$ cat config.mk
export PLATFORM = sky130hd
export DESIGN_NAME = bst_tap_dev_flat
export DESIGN_NICKNAME = d
export VERILOG_FILES = /design/src/rtl/bst_pkg.sv /design/src/rtl/bst_if.sv /design/src/rtl/bst_tap_dev.sv /design/src/flat_wrapper.sv
export SDC_FILE = /design/constraint.sdc
export NUM_CORES = 1
export LEC_CHECK = 0
export BUFFER_PORTS_ARGS = -buffer_cell sky130_fd_sc_hd__buf_2
export CAP_MARGIN = 20
export CELL_PAD_IN_SITES_DETAIL_PLACEMENT = 0
export CELL_PAD_IN_SITES_GLOBAL_PLACEMENT = 1
export CORE_MARGIN = 5
export CORE_UTILIZATION = 40
export CTS_CLUSTER_SIZE = 30
export DETAILED_ROUTE_END_ITERATION = 8
export MAX_ROUTING_LAYER = met4
export PLACE_DENSITY = 0.85
export SYNTH_ARGS = -nofsm -noshare
export SYNTH_HDL_FRONTEND = slang
export SYNTH_SLANG_ARGS = --single-unit
$ cat constraint.sdc
create_clock -name ref_clk -period 5 [get_ports ref_clk]
set_input_delay 1 -clock ref_clk [delete_from_list [all_inputs] [get_ports ref_clk]]
set_output_delay 1 -clock ref_clk [all_outputs]
set_load 0.02 [all_outputs]
$ cat src/rtl/bst_pkg.sv
package bst_pkg;

    // ****************************************
    // Clock and test clock timing
    // ****************************************
    localparam int CLK_PERIOD_NS  = 10;
    localparam int TCK_PERIOD_NS  = 50;
    localparam int TCK_HIGH_NS    = 20;
    localparam int CAP_SETUP_NS   = 5;
    localparam int CAP_HOLD_NS    = 5;
    localparam int TCK_HALF_A     = (TCK_PERIOD_NS / 2 + CLK_PERIOD_NS - 1) / CLK_PERIOD_NS;
    localparam int TCK_HALF_B     = (TCK_HIGH_NS + CLK_PERIOD_NS - 1) / CLK_PERIOD_NS;
    localparam int TCK_HALF_CYC   = (TCK_HALF_A > TCK_HALF_B) ? TCK_HALF_A : TCK_HALF_B;
    localparam int CAP_WIN_CYC    = (CAP_SETUP_NS + CAP_HOLD_NS + CLK_PERIOD_NS - 1) / CLK_PERIOD_NS;
    localparam logic [2:0] RST_TMS_COUNT = 3'h5;

    // ****************************************
    // Register lengths and values
    // ****************************************
    localparam int IR_LEN   = 3;
    localparam int ID_LEN   = 32;
    localparam int BSR_LEN  = 109;
    localparam logic [6:0]  BSR_LEN_W    = 7'h6D;
    localparam logic [2:0]  IR_CAPTURE   = 3'h1;
    // Identification value is arbitrary
    localparam logic [31:0] ID_VALUE     = 32'h0000_0001;

    // ****************************************
    // Instruction codes
    // ****************************************
    localparam logic [2:0] INS_EXTEST  = 3'h0;
    localparam logic [2:0] INS_IDCODE  = 3'h1;
    localparam logic [2:0] INS_SAMPLEZ = 3'h2;
    localparam logic [2:0] INS_SAMPLE  = 3'h4;
    localparam logic [2:0] INS_BYPASS  = 3'h7;

    // ****************************************
    // Boundary cell positions
    // ****************************************
    localparam int BS_C_N     = 1;
    localparam int BS_C       = 2;
    localparam int BS_ECHO_P  = 47;
    localparam int BS_K       = 56;
    localparam int BS_K_N     = 57;
    localparam int BS_ECHO_N  = 65;
    localparam int BS_INTERN  = 109;

    // ****************************************
    // Types
    // ****************************************
    typedef enum logic [3:0] {
        TLR, RTI, SEL_DR, CAP_DR, SH_DR, EX1_DR, PA_DR, EX2_DR, UPD_DR,
        SEL_IR, CAP_IR, SH_IR, EX1_IR, PA_IR, EX2_IR, UPD_IR
    } bst_state_t;

    typedef enum logic [1:0] {
        DR_BSR, DR_ID, DR_BYP
    } bst_dr_t;

    // ****************************************
    // Controller next state
    // ****************************************
    function automatic bst_state_t bst_next(input bst_state_t s, input logic tms);
        case (s)
            TLR:     return tms ? TLR    : RTI;
            RTI:     return tms ? SEL_DR : RTI;
            SEL_DR:  return tms ? SEL_IR : CAP_DR;
            CAP_DR:  return tms ? EX1_DR : SH_DR;
            SH_DR:   return tms ? EX1_DR : SH_DR;
            EX1_DR:  return tms ? UPD_DR : PA_DR;
            PA_DR:   return tms ? EX2_DR : PA_DR;
            EX2_DR:  return tms ? UPD_DR : SH_DR;
            UPD_DR:  return tms ? SEL_DR : RTI;
            SEL_IR:  return tms ? TLR    : CAP_IR;
            CAP_IR:  return tms ? EX1_IR : SH_IR;
            SH_IR:   return tms ? EX1_IR : SH_IR;
            EX1_IR:  return tms ? UPD_IR : PA_IR;
            PA_IR:   return tms ? EX2_IR : PA_IR;
            EX2_IR:  return tms ? UPD_IR : SH_IR;
            UPD_IR:  return tms ? SEL_DR : RTI;
            default: return TLR;
        endcase
    endfunction

    // Reserved codes map to bypass
    function automatic bst_dr_t bst_dr_sel(input logic [2:0] ir);
        case (ir)
            INS_EXTEST, INS_SAMPLEZ, INS_SAMPLE: return DR_BSR;
            INS_IDCODE:                          return DR_ID;
            default:                             return DR_BYP;
        endcase
    endfunction

    function automatic logic bst_reserved(input logic [2:0] ir);
        return (ir == 3'h3) || (ir == 3'h5) || (ir == 3'h6);
    endfunction

endpackage

$ cat src/rtl/bst_if.sv
`timescale 1ns/10ps
interface bst_if;
    logic tck;
    logic tms;
    logic tms_oe_n;
    logic tdi;
    logic tdi_oe_n;
    logic tdo;
    logic tdo_oe_n;
    logic tdo_line;

    // Floating data out reads high
    assign tdo_line = tdo_oe_n ? 1'b1 : tdo;

    modport dev  (input tck, tms, tms_oe_n, tdi, tdi_oe_n, output tdo, tdo_oe_n);
    modport host (output tck, tms, tms_oe_n, tdi, tdi_oe_n, input tdo_line);
endinterface

$ cat src/rtl/bst_tap_dev.sv
// Functional notes
// - Five high mode-select edges reset, no reset pin
// - Power-up forces controller reset state
// - Sample on rising, data out on falling
// - Mode select level steers every transition
// - State and instruction choose serial register
// - Three, one, thirty-two and 109-bit registers
// - Fixed instruction decode, three reserved codes
// - External test drives outputs, captures inputs
// - Identification loaded at capture, then shifted
// - Identification instruction after any reset
// - Sample-floated floats outputs, captures inputs
// - Sample captures input and I/O levels
// - Bypass gives one-bit scan path
// - Controller never loads reserved codes
// - Power-up needed after external test
// - Clock recovery cycles after scan activity
// - Inputs stable around boundary capture
// - Cell order: /C bit1, C bit2, internal 109
// - Echo strobes follow output clocks
// - Output clocks high: strobes follow input clocks
// - Data in and mode select pulled up
`timescale 1ns/10ps
module bst_tap_dev (
    // Clock and power-up reset
    input  wire logic           ref_clk,
    input  wire logic           reset_n,
    // Test pins
    bst_if.dev                  tap,
    // Memory balls
    input  wire logic [109:1]   ball_in,
    input  wire logic [109:1]   core_out,
    input  wire logic           core_oe_n,
    output logic      [109:1]   ball_out,
    output logic                ball_oe_n,
    // Echo strobes
    output logic                return_strobe_pos,
    output logic                return_strobe_neg,
    // Observation
    output logic      [2:0]     instr,
    output logic      [3:0]     tap_state
);

    // ****************************************
    // Cell classification
    // ****************************************
    function automatic logic out_cell(input int b);
        case (b)
            10, 13, 14, 17, 18, 21, 22, 25, 26, 30, 31, 34, 35, 38, 39, 42, 43, 46,
            47, 65, 66, 69, 70, 73, 74, 77, 78, 81, 82, 86, 87, 90, 91, 94, 95, 98,
            99, 102: return 1'b1;
            default: return 1'b0;
        endcase
    endfunction

    // ****************************************
    // Test pin sampling
    // ****************************************
    logic                   tck_q;
    logic                   tdo_q;
    logic                   tdo_oe_n_q;
    wire                    tck_rise;
    wire                    tck_fall;
    wire                    tms_lvl;
    wire                    tdi_lvl;

    assign tck_rise = tap.tck & ~tck_q;
    assign tck_fall = ~tap.tck & tck_q;
    assign tms_lvl  = tap.tms_oe_n ? 1'b1 : tap.tms;
    assign tdi_lvl  = tap.tdi_oe_n ? 1'b1 : tap.tdi;

    always_ff @(posedge ref_clk or negedge reset_n) begin
        if (!reset_n) begin
            tck_q <= 1'b0;
        end else begin
            tck_q <= tap.tck;
        end
    end

    // ****************************************
    // Controller
    // ****************************************
    bst_pkg::bst_state_t    state;
    bst_pkg::bst_state_t    next_state;

    // No reset pin: five high mode-select edges reach TLR from anywhere
    assign next_state = bst_pkg::bst_next(state, tms_lvl);
    assign tap_state  = state;

    always_ff @(posedge ref_clk or negedge reset_n) begin
        if (!reset_n) begin
            state <= bst_pkg::TLR;
        end else if (tck_rise) begin
            state <= next_state;
        end
    end

    // ****************************************
    // Instruction register
    // ****************************************
    logic [bst_pkg::IR_LEN-1:0]     ir;
    logic [bst_pkg::IR_LEN-1:0]     ir_sr;

    assign instr = ir;

    always_ff @(posedge ref_clk or negedge reset_n) begin
        if (!reset_n) begin
            ir    <= bst_pkg::INS_IDCODE;
            ir_sr <= bst_pkg::IR_CAPTURE;
        end else if (tck_rise) begin
            if (next_state == bst_pkg::TLR) begin
                ir <= bst_pkg::INS_IDCODE;
            end else if (state == bst_pkg::UPD_IR) begin
                ir <= ir_sr;
            end
            case (state)
                bst_pkg::CAP_IR: ir_sr <= bst_pkg::IR_CAPTURE;
                bst_pkg::SH_IR:  ir_sr <= {tdi_lvl, ir_sr[2:1]};
                default:         ir_sr <= ir_sr;
            endcase
        end
    end

    // ****************************************
    // Instruction decode
    // ****************************************
    bst_pkg::bst_dr_t       dr_sel;
    wire                    is_extest;
    wire                    is_samplez;
    wire                    is_sample;

    assign dr_sel     = bst_pkg::bst_dr_sel(ir);
    assign is_extest  = (ir == bst_pkg::INS_EXTEST);
    assign is_samplez = (ir == bst_pkg::INS_SAMPLEZ);
    assign is_sample  = (ir == bst_pkg::INS_SAMPLE);

    // ****************************************
    // Data registers
    // ****************************************
    logic                           byp;
    logic [bst_pkg::ID_LEN-1:0]     idr;
    logic [109:1]                   bsr;
    logic [109:1]                   upd;
    logic [109:1]                   cap_vec;

    // Internal cell captures zero
    always_comb begin
        cap_vec                     = ball_in;
        cap_vec[bst_pkg::BS_INTERN] = 1'b0;
    end

    always_ff @(posedge ref_clk or negedge reset_n) begin
        if (!reset_n) begin
            byp <= 1'b0;
            idr <= 32'h0000_0000;
            bsr <= '0;
        end else if (tck_rise) begin
            if (state == bst_pkg::CAP_DR) begin
                case (dr_sel)
                    bst_pkg::DR_ID:  idr <= bst_pkg::ID_VALUE;
                    bst_pkg::DR_BSR: bsr <= cap_vec;
                    default:         byp <= 1'b0;
                endcase
            end else if (state == bst_pkg::SH_DR) begin
                case (dr_sel)
                    bst_pkg::DR_ID:  idr <= {tdi_lvl, idr[31:1]};
                    bst_pkg::DR_BSR: bsr <= {tdi_lvl, bsr[109:2]};
                    default:         byp <= tdi_lvl;
                endcase
            end
        end
    end

    // Preloaded vector held for external test
    always_ff @(posedge ref_clk or negedge reset_n) begin
        if (!reset_n) begin
            upd <= '0;
        end else if (tck_rise && state == bst_pkg::UPD_DR && (is_extest || is_sample)) begin
            upd <= bsr;
        end
    end

    // ****************************************
    // Data out on falling edge
    // ****************************************
    logic                   next_tdo;
    wire                    shifting;

    assign shifting = (state == bst_pkg::SH_DR) || (state == bst_pkg::SH_IR);

    always_comb begin
        if (state == bst_pkg::SH_IR) begin
            next_tdo = ir_sr[0];
        end else begin
            case (dr_sel)
                bst_pkg::DR_ID:  next_tdo = idr[0];
                bst_pkg::DR_BSR: next_tdo = bsr[1];
                default:         next_tdo = byp;
            endcase
        end
    end

    always_ff @(posedge ref_clk or negedge reset_n) begin
        if (!reset_n) begin
            tdo_q      <= 1'b0;
            tdo_oe_n_q <= 1'b1;
        end else if (tck_fall) begin
            tdo_q      <= next_tdo;
            tdo_oe_n_q <= ~shifting;
        end
    end

    assign tap.tdo      = tdo_q;
    assign tap.tdo_oe_n = tdo_oe_n_q;

    // ****************************************
    // Echo strobes and ball drive
    // ****************************************
    wire                    c_both_high;
    wire                    echo_pos;
    wire                    echo_neg;

    assign c_both_high = ball_in[bst_pkg::BS_C] & ball_in[bst_pkg::BS_C_N];
    assign echo_pos    = c_both_high ? ball_in[bst_pkg::BS_K]   : ball_in[bst_pkg::BS_C];
    assign echo_neg    = c_both_high ? ball_in[bst_pkg::BS_K_N] : ball_in[bst_pkg::BS_C_N];

    assign return_strobe_pos = is_extest ? upd[bst_pkg::BS_ECHO_P] : echo_pos;
    assign return_strobe_neg = is_extest ? upd[bst_pkg::BS_ECHO_N] : echo_neg;

    genvar gi;
    generate
        for (gi = 1; gi <= bst_pkg::BSR_LEN; gi++) begin : g_cell
            if (gi == bst_pkg::BS_ECHO_P) begin : g_spos
                assign ball_out[gi] = return_strobe_pos;
            end else if (gi == bst_pkg::BS_ECHO_N) begin : g_sneg
                assign ball_out[gi] = return_strobe_neg;
            end else if (out_cell(gi)) begin : g_out
                assign ball_out[gi] = is_extest ? upd[gi] : core_out[gi];
            end else begin : g_in
                assign ball_out[gi] = core_out[gi];
            end
        end
    endgenerate

    // Drivers on from instruction update under external test
    assign ball_oe_n = is_samplez ? 1'b1 : (is_extest ? 1'b0 : core_oe_n);

endmodule // bst_tap_dev

$ cat src/flat_wrapper.sv
// flat-port wrapper written by rule: the top's interface ports become plain ports
module bst_tap_dev_flat 
  (ref_clk, reset_n, ball_in, core_out, core_oe_n, ball_out, ball_oe_n, return_strobe_pos, return_strobe_neg, instr, tap_state, tap_tck, tap_tms, tap_tms_oe_n, tap_tdi, tap_tdi_oe_n, tap_tdo, tap_tdo_oe_n);
  bst_if tap_i ();
  input  wire logic ref_clk;
  input  wire logic reset_n;
  input  wire logic [109:1] ball_in;
  input  wire logic [109:1] core_out;
  input  wire logic core_oe_n;
  output logic      [109:1] ball_out;
  output logic ball_oe_n;
  output logic return_strobe_pos;
  output logic return_strobe_neg;
  output logic      [2:0] instr;
  output logic      [3:0] tap_state;
  input wire logic [$bits(tap_i.tck)-1:0] tap_tck;
  input wire logic [$bits(tap_i.tms)-1:0] tap_tms;
  input wire logic [$bits(tap_i.tms_oe_n)-1:0] tap_tms_oe_n;
  input wire logic [$bits(tap_i.tdi)-1:0] tap_tdi;
  input wire logic [$bits(tap_i.tdi_oe_n)-1:0] tap_tdi_oe_n;
  output wire logic [$bits(tap_i.tdo)-1:0] tap_tdo;
  output wire logic [$bits(tap_i.tdo_oe_n)-1:0] tap_tdo_oe_n;
  assign tap_i.tck = tap_tck;
  assign tap_i.tms = tap_tms;
  assign tap_i.tms_oe_n = tap_tms_oe_n;
  assign tap_i.tdi = tap_tdi;
  assign tap_i.tdi_oe_n = tap_tdi_oe_n;
  assign tap_tdo = tap_i.tdo;
  assign tap_tdo_oe_n = tap_i.tdo_oe_n;
  bst_tap_dev u_core (.ref_clk(ref_clk), .reset_n(reset_n), .tap(tap_i), .ball_in(ball_in), .core_out(core_out), .core_oe_n(core_oe_n), .ball_out(ball_out), .ball_oe_n(ball_oe_n), .return_strobe_pos(return_strobe_pos), .return_strobe_neg(return_strobe_neg), .instr(instr), .tap_state(tap_state));
endmodule
==> After elaboration in Yosys (flattened, before gate mapping) <==
Cells that the tools add are included.
{ "word_totals": {"latch_bits": 0, "out_inout_bits": 121, "elab_cells": 137, "mem_count": 0, "reg_bits": 257, "romBits": 0, "mem_bits_rw": 0, "input_bits": 226} }
{ "op_classes": {"n_shift": 0, "n_eq_ne": 25, "reduce_logical": 21, "n_bitwise": 6, "n_lt_le_gt_ge": 0, "addsub": 0, "n_mul": 0, "n_mux": 75, "div": 0} }
{ "ops": {"columns": ["op", "n"], "rows": [
  ["$mux 109", 4],
  ["$mux 32", 4],
  ["$mux 1", 52],
  ["$pmux 4 s12", 1],
  ["$eq 4x4->1 const B", 8],
  ["$eq 4x3->1 const B", 4],
  ["$mux 4", 4],
  ["$mux 3", 4],
  ["$ne 2x2->1 const B", 6],
  ["$reduce_and 4->1", 3],
  ["$eq 4x2->1 const B", 2],
  ["$logic_not 4->1", 2],
  ["$mux 2", 3],
  ["$pmux 3 s2", 1],
  ["$reduce_bool 2->1", 3],
  ["$reduce_or 2->1", 3],
  ["$reduce_or 3->1", 2],
  ["$eq 4x1->1 const B", 1],
  ["$pmux 2 s2", 1],
  ["$reduce_and 2->1", 2],
  ["$and 1x1->1", 3],
  ["$eq 3x1->1 const B", 1],
  ["$eq 3x2->1 const B", 1],
  ["$eq 3x3->1 const B", 1],
  ["7 further kinds", 11]
]} }

==> Longest topological paths before layout <==
Gate-level depths: netlist of run 1.
{ "depth": {"word_depth": 8, "depth_mapped": 9, "mapped_depth_nobuf": 4} }

==> Worst setup path before layout of run 1 <==
Ideal clock, no wire load.
{ "synth_timing": {"kind": "reg-to-output", "startpoint": "register u_core.ir, in the netlist u_core.instr[0]", "endpoint": "output ball_out[47] in the netlist's numbering", "path_slack_ns": 2.112, "path_stages_with_launch": 6, "required_ns": 4.000, "t_arrival_ns": 1.888, "n_path_buf": 3, "cell_sequence": "dfstp_2 buf_2 nor3_1 buf_2 o21ai_0 buf_4"} }
{ "synth_via": {"elab_chain_cells": 2} }
{ "synth_rtl": {"columns": ["element", "line", "rtl"], "rows": [
  ["start: declaration", "bst_tap_dev.sv:101", "logic [bst_pkg::IR_LEN-1:0] ir;"],
  ["start signal: assignment", "bst_tap_dev.sv:108", "ir <= bst_pkg::INS_IDCODE;"],
  ["start signal: assignment", "bst_tap_dev.sv:112", "ir <= bst_pkg::INS_IDCODE;"],
  ["start signal: assignment", "bst_tap_dev.sv:114", "ir <= ir_sr;"],
  ["$logic_not 3->1", "bst_tap_dev.sv:133", "assign is_extest = (ir == bst_pkg::INS_EXTEST);"],
  ["$mux 1", "bst_tap_dev.sv:227", "assign return_strobe_pos = is_extest ? upd[bst_pkg::BS_ECHO_P] : echo_pos;"],
  ["end: declaration", "flat_wrapper.sv:10", "output logic [109:1] ball_out;"]
]} }
No other way between the ends.

==> Final worst setup path of run 1 <==
{ "layout_timing": {"startpoint": "register u_core.ir, in the netlist u_core.instr[1]", "endpoint": "output ball_out[77] in the netlist's numbering"} }
{ "layout_via": {"elab_chain_cells": 2} }
{ "layout_rtl": {"columns": ["element", "line", "rtl"], "rows": [
  ["$logic_not 3->1", "bst_tap_dev.sv:133", null],
  ["$mux 1", "bst_tap_dev.sv:238", "assign ball_out[gi] = is_extest ? upd[gi] : core_out[gi];"]
]} }
No other way between the ends.

==> results.json, run 1 <==
{
  "setup.worst_path.start_class": "flip-flop",
  "synth_top_cells_by_area": "dfrtp_1 48%, mux2i_1 11%, o21ai_0 7.0%, mux2_2 6.3%, buf_4 6.2%",
  "hpwlAfterDp_mm": 14.62,
  "max_slew_margin": 0.4098,
  "n_antenna_cell": 0,
  "drive_gt1_frac": 0.3535,
  "cp.arrival_ns": 2.53,
  "die_w_um": 167.2,
  "dr.pass1.iters": 5,
  "synth_cell_types": 45,
  "fill_cells": 2324,
  "syn_avg_cell_area_sq_um": 10.55,
  "synthToLayoutAreaGrowth_pct": 12.53,
  "grt_max_degree": 145,
  "crit_type": "flip-flop to output port",
  "gp_congestion": 0.8584,
  "die-height_um": 167.2,
  "grt-ovfl-total": 0,
  "drv_cap": 0,
  "crit_chain": "nor3_2 -> buf_4 -> mux2_2 -> buf_2",
  "async_flop_share": 1.000,
  "min_period_ns": 3.528,
  "cp_max_fo": 37,
  "status": "finished, final reports clean",
  "grt_pass1_wl_mm": 35.04,
  "dieArea_sq_mm": 0.02796,
  "yosys_warnings": 0,
  "critPathCaptureType": "output port",
  "h-tree-depth": 4,
  "final_common_cell": "buf_2",
  "finalCritPeriodShare": 0.7055,
  "ir_worst_vdd_mv": 0.2115,
  "yosysSeqAreaShare": 0.4889,
  "root_buffer": "clkbuf_16",
  "synth_largest_area_cell": "dfrtp_1",
  "timing.setup.tns_ns": 0,
  "ant_nets": 0,
  "hold_viol_final": 0,
  "core_sq_mm": 0.02432,
  "wl_mm": 21.35,
  "grt_usage": 0.1551,
  "routedWlPerCell_um": 15.64,
  "hold_buffers": 0,
  "layout_setup_ws_ns": 1.472,
  "p_leak_uw": 0.004940,
  "post_cts_buffers": 0,
  "hold_class": "flip-flop to flip-flop",
  "final_cell_mix": "200 x buf_2, 190 x dfrtp_1, 163 x nand2_1, 139 x o21ai_0, 108 x mux2i_1",
  "fmax_mhz": 283.5,
  "finalPower_uw": 4865,
  "clock_latency_ns": 0.43,
  "port_buffers": 201,
  "critPathMaxStageDelay_ns": 0.52,
  "clockBufferDepth": 2,
  "clock-sinks": 193,
  "ys.flop_type": "dfrtp_1",
  "cts_tree": "yes",
  "drt_drc_violations_left": 0,
  "syn_area_sq_mm": 0.009886,
  "synth_top_area_frac": 0.4810,
  "fin_nets": 1254,
  "antenna_found_initial": 0,
  "io_pins": 347,
  "p_per_area_mw_per_mm2": 437.3,
  "via_per_inst": 4.895,
  "rows": 57,
  "critPathSlowestCell": "buf_4",
  "synth_enable_flop_cells": 0,
  "synth_cells": 937,
  "synth-seq-cells": 193,
  "clkTransAtPathRegs_ns": 0.08,
  "clock_skew_ns": 0.01326,
  "drtIter0Drc": 395,
  "drv_slew": 0,
  "cts-resized-gates": 0,
  "start_util": 0.4065,
  "grt_pass1_vias": 6718,
  "cts_inserted_buffers": 17,
  "rsz0062_at_grt": "no",
  "worst_pin_slew_ns": 0.8853,
  "vias": 6681,
  "pre_cts_slack_ns": 1.567,
  "syn_nets": 1163,
  "cp.required_ns": 4.00,
  "final-setup-viol-count": 0
}
## power breakdown
group	internal, uW	switching, uW	leakage, uW
clock	689	678	0.000293
sequential	1920	325	0.00265
combinational	561	689	0.00200
total	3170	1690	0.00494
## layer usage
layer	track usage	routed length, um	vias to the layer above
met2	0.2309	9575	202
li1	-	-	3330
met5	-	0	-
met3	0.03512	1183	25
met1	0.2173	10320	3124
met4	0.03811	270	0
## cells in the mapped netlist, types with 2 or more instances
cell,n
nor3_1,5
o21ai_2,20
o311ai_0,2
mux2i_1,108
dfstp_2,3
a31oi_1,2
a22oi_1,3
o211ai_1,4
o21ai_0,139
nand2_2,20
nand2_1,163
o31ai_1,2
o22ai_1,2
nand2b_1,3
mux2_2,55
clkbuf_1,24
buf_4,82
mux2_4,20
nand3_1,7
nor2b_1,2
o21a_1,2
nor2_1,10
a21oi_1,8
buf_2,19
buf_6,10
dfrtp_1,190
inv_1,11
and3_1,3
clkbuf_2,2
## final timing paths
check,endpoint,start,slack [ns],cells past startpoint
worst max-delay path,ball_out[77],u_core.instr[1],1.47,4
worst min-delay path,u_core.tap.tdo_oe_n,u_core.tap.tdo_oe_n,0.48,2
worst max register to register,u_core.bsr[27],u_core.tap_state[0],2.22,4
worst min register to register,u_core.tap.tdo_oe_n,u_core.tap.tdo_oe_n,0.48,2
max in group asynchronous,u_core.tap.tdo_oe_n,reset_n,3.34,2
min in group asynchronous,u_core.upd[82],reset_n,0.65,1
## stage by stage
step / hold slack (ns) / util / std cells / area [sq um]
floorplan: 0.4492 / - / 937 / 9886
CTS: 0.4854 / 0.4568 / 1364 / 11110
finish: 0.4779 / 0.4574 / 1365 / 11120
global placement: 0.4453 / 0.4321 / 1332 / 10510
detailed placement: 0.4669 / 0.4321 / 1332 / 10510
global route: 0.4938 / 0.4574 / 1365 / 11120
## worst max-delay path: cells and delay by family, from the launching register on
family / cells / cell delay (ns)
simple gates: 1 / 0.44
flops: 1 / 0.50
mux: 1 / 0.41
buf+inv: 2 / 0.68
## final cells by class
class | count | area [sq um] | area share
sequential | 193 | 4833 | 0.4345
clock buffer | 18 | 439.2 | 0.03948
multi-input combinational | 596 | 4123 | 0.3706
clock inverter | 14 | 162.7 | 0.01462
timing repair buffer | 209 | 1120 | 0.1007
inverter | 11 | 41.29 | 0.003712
tap | 324 | 405.4 | 0.03644
## cell families (layout without fill, tap and decap cells)
group           count (synthesis)  after routing  share of synthesized area
compound gates                193            193                     0.1138
fa+ha+maj                       1              1                   0.001013
mux                           183            183                     0.2024
simple gates                  219            219                    0.09632
buf+inv                       148            252                    0.09758
flops                         193            193                     0.4889
## flip-flops by register name, indices dropped and copies added (netlist names)
signal	count
u_core.tck_q	1
u_core.idr	32
u_core.upd	38
u_core.tap.tdo_oe_n	1
u_core.bsr	109
u_core.instr	3
u_core.ir_sr	3
u_core.tap_state	4
u_core.tap.tdo	1
u_core.byp	1
No activity file was read; power rests on OpenSTA's default activity.
==> run 2, diff against run 1 <==
- ABC_AREA: default -> 1
- CORE_UTILIZATION: 40 -> 36
- PLACE_DENSITY: 0.85 -> 0.81
- clock period: 5 -> 3.43 ns (I/O delays scaled with it)
==> run 2 against run 1 <==
Compared with the run above:
- hold slack lost 0.20 ns
- count of clock-buffer cells in the layout shrank 1
- critical path depth increased by 3
- largest power group unchanged
- cell area fell by 0.35%
- register-to-register slack got worse by 1.5 ns
- critical path type unchanged
- die area up 9.3%
==> results.json, run 2 <==
{
  "max_slew_margin": 0.4601,
  "via_per_inst": 4.851,
  "largest_registers": "u_core.bsr x109, u_core.upd x38, u_core.idr x32",
  "die_w_um": 174.8,
  "dieArea_sq_mm": 0.03055,
  "p_clk_frac": 0.220,
  "switching_share": 0.4023,
  "dr.pass1.iters": 5,
  "setup.worst_path.start_class": "flip-flop",
  "yosysMostFrequentCell": "nand2_1",
  "r2r_end": "u_core.bsr[103]",
  "grtUsageMet1": 0.2242,
  "synth_cell_types": 32,
  "hold_class": "input pin to asynchronous set/reset pin",
  "root_buffer": "clkbuf_16",
  "grt_usage": 0.1690,
  "cts_inserted_buffers": 17,
  "cts_tree": "yes",
  "gp_congestion": 0.7973,
  "clock_latency_ns": 0.43,
  "pwr-share-comb": 0.380,
  "placed_area_sq_mm": 0.01045,
  "syn_area_sq_mm": 0.009774,
  "grt_max_degree": 177,
  "synth_largest_area_cell": "dfrtp_1",
  "final_cell_mix": "289 x nand2_1, 200 x buf_2, 195 x o21ai_0, 190 x dfrtp_1, 117 x nor2_1",
  "hold_viol_final": 0,
  "min_period_ns": 3.037,
  "synthAdderAreaFrac": 0,
  "finalPower_uw": 9308,
  "clock-sinks": 193,
  "routedWlPerCell_um": 15.54,
  "post_cts_buffers": 0,
  "synth_top_cells_by_area": "dfrtp_1 49%, nand2_1 11%, o21ai_0 10%, buf_4 5.9%, o21a_1 5.3%",
  "grt_pass1_vias": 7611,
  "synth_cells": 1193,
  "worst_pin_slew_ns": 0.8098,
  "hpwlAfterDp_mm": 17.63,
  "final-setup-viol-count": 0,
  "drv_slew": 0,
  "vias": 7936,
  "synth_top_family_by_area": "simple AND/OR/NAND/NOR gates",
  "hold_buffers": 0,
  "ir_worst_vdd_mv": 0.3297,
  "regToRegSetupSlack_ns": 0.77,
  "syn_nets": 1419,
  "syn_avg_cell_area_sq_um": 8.193,
  "wl_mm": 25.43,
  "start_util": 0.3637,
  "rows": 60,
  "drt_drc_violations_left": 0,
  "rsz0062_at_grt": "no",
  "clock_skew_ns": 0.01818,
  "grt_pass1_wl_mm": 40.84,
  "busiest_layer": "met2",
  "p_per_area_mw_per_mm2": 839.6,
  "synthTopCellsByCount": "289 x nand2_1, 195 x o21ai_0, 190 x dfrtp_1",
  "h-tree-depth": 4,
  "io_pins": 347,
  "crit_type": "flip-flop to output port",
  "yosys.area_share.xor_xnor": 0,
  "antenna_found_initial": 7,
  "core_sq_mm": 0.02688,
  "p_leak_uw": 0.005541,
  "fmax_mhz": 329.2,
  "synth-simple-area-share": 0.1956,
  "r2r_start": "u_core.tap_state[0]",
  "drv_cap": 0,
  "synth_top_area_frac": 0.4864,
  "critPathCaptureType": "output port",
  "grt_use_met2": 0.2631,
  "cts-resized-gates": 0,
  "drtIter0Drc": 561,
  "fin_nets": 1501,
  "grt-ovfl-total": 0,
  "largest-register": "u_core.bsr",
  "stdcell_area_sq_mm": 0.01109,
  "yosys_warnings": 0,
  "die-height_um": 174.8,
  "yosysSeqAreaShare": 0.4945,
  "finalCritPeriodShare": 0.8855,
  "final_common_cell": "nand2_1",
  "fill_cells": 2739,
  "p_switching_uw": 3745,
  "cp.arrival_ns": 2.35,
  "port_buffers": 201,
  "holdWs_ns": 0.2757,
  "synth.area.mux_share": 0.001152,
  "largest_reg_flops": 109,
  "clockBufferDepth": 2,
  "drive_gt1_frac": 0.2182,
  "use_met3": 0.04241,
  "ant_nets": 0,
  "ys.flop_type": "dfrtp_1",
  "cp.required_ns": 2.74,
  "timing.setup.tns_ns": 0,
  "synthToLayoutAreaGrowth_pct": 13.41,
  "status": "finished, final reports clean",
  "clkTransAtPathRegs_ns": 0.08,
  "cp_max_fo": 37,
  "synth_enable_flop_cells": 0,
  "async_flop_share": 1.000,
  "seqPwrFrac": 0.400,
  "synth-seq-cells": 193,
  "synth-compound-area-share": 0.1909,
  "p_int_uw": 5563,
  "reg2reg_depth": 8
}
[run 2: cell types whose count changed after synthesis, sizes merged, moves of 4 or more]
cell / previous run / this run
a21oi: 8 / 3
nand2: 183 / 291
o21ai: 159 / 196
nand3: 7 / 39
inv: 11 / 61
clkbuf: 26 / 36
o211ai: 5 / 39
mux2: 75 / 1
or2: 0 / 20
nor3: 5 / 1
o21a: 2 / 69
mux2i: 108 / 0
nor2: 10 / 120
[run 2: worst max-delay path, cell delays in order, from the launching register on]
cell	delay [ns]
dfstp_2	0.58
nor2_1	0.07
inv_1	0.10
nor2_4	0.05
inv_2	0.44
nand2_1	0.26
o31ai_1	0.17
buf_2	0.24
[run 2: worst max path at each step]
stage	from	end	depth (start not counted)
floorplan	u_core.instr[0]	ball_out[47]	6
global placement	tap_tck	u_core.bsr[103]	8
detailed placement	tap_tck	u_core.bsr[103]	8
CTS	u_core.instr[0]	ball_oe_n	7
global route	u_core.instr[0]	ball_oe_n	7
finish	u_core.instr[0]	ball_oe_n	7
[run 2: layout make-up]
type                       instances  area, sq um  area share
sequential                       193         4833      0.4360
clock buffer                      17        425.4     0.03837
inverter                          62        232.7     0.02099
tap                              341        426.7     0.03849
clock inverter                    15        197.7     0.01783
antenna                            7        17.52    0.001580
timing repair buffer             213         1142      0.1030
multi-input combinational        788         3810      0.3437
[run 2: through the flow]
step                        util  setup WS (ns)  cells
after floorplan                -         0.9314   1193
after global placement    0.3886         0.6247   1597
after detailed placement  0.3886         0.5991   1597
after CTS                 0.4118         0.3605   1629
after global routing      0.4125         0.1829   1636
final                     0.4125         0.3926   1636
[run 2: power groups by stage]
stage                     Combinational [uW]  Sequential, uW  Clock (uW)
after CTS                               3590            3720        2120
after global routing                    4040            3850        2200
final                                   3540            3730        2040
after global placement                  3530            3730           0
after floorplan                         2730            3630           0
after detailed placement                3580            3770           0
[run 2: per-layer routing]
layer	part of all wire	routed length [um]
met5	0	0
met4	0.012	308
met3	0.059	1494
met2	0.47	11840
met1	0.46	11780
[run 2: logic make-up after synthesis]
group,count (synthesis)
compound gates,313
flops,193
buf+inv,212
mux,1
simple gates,474
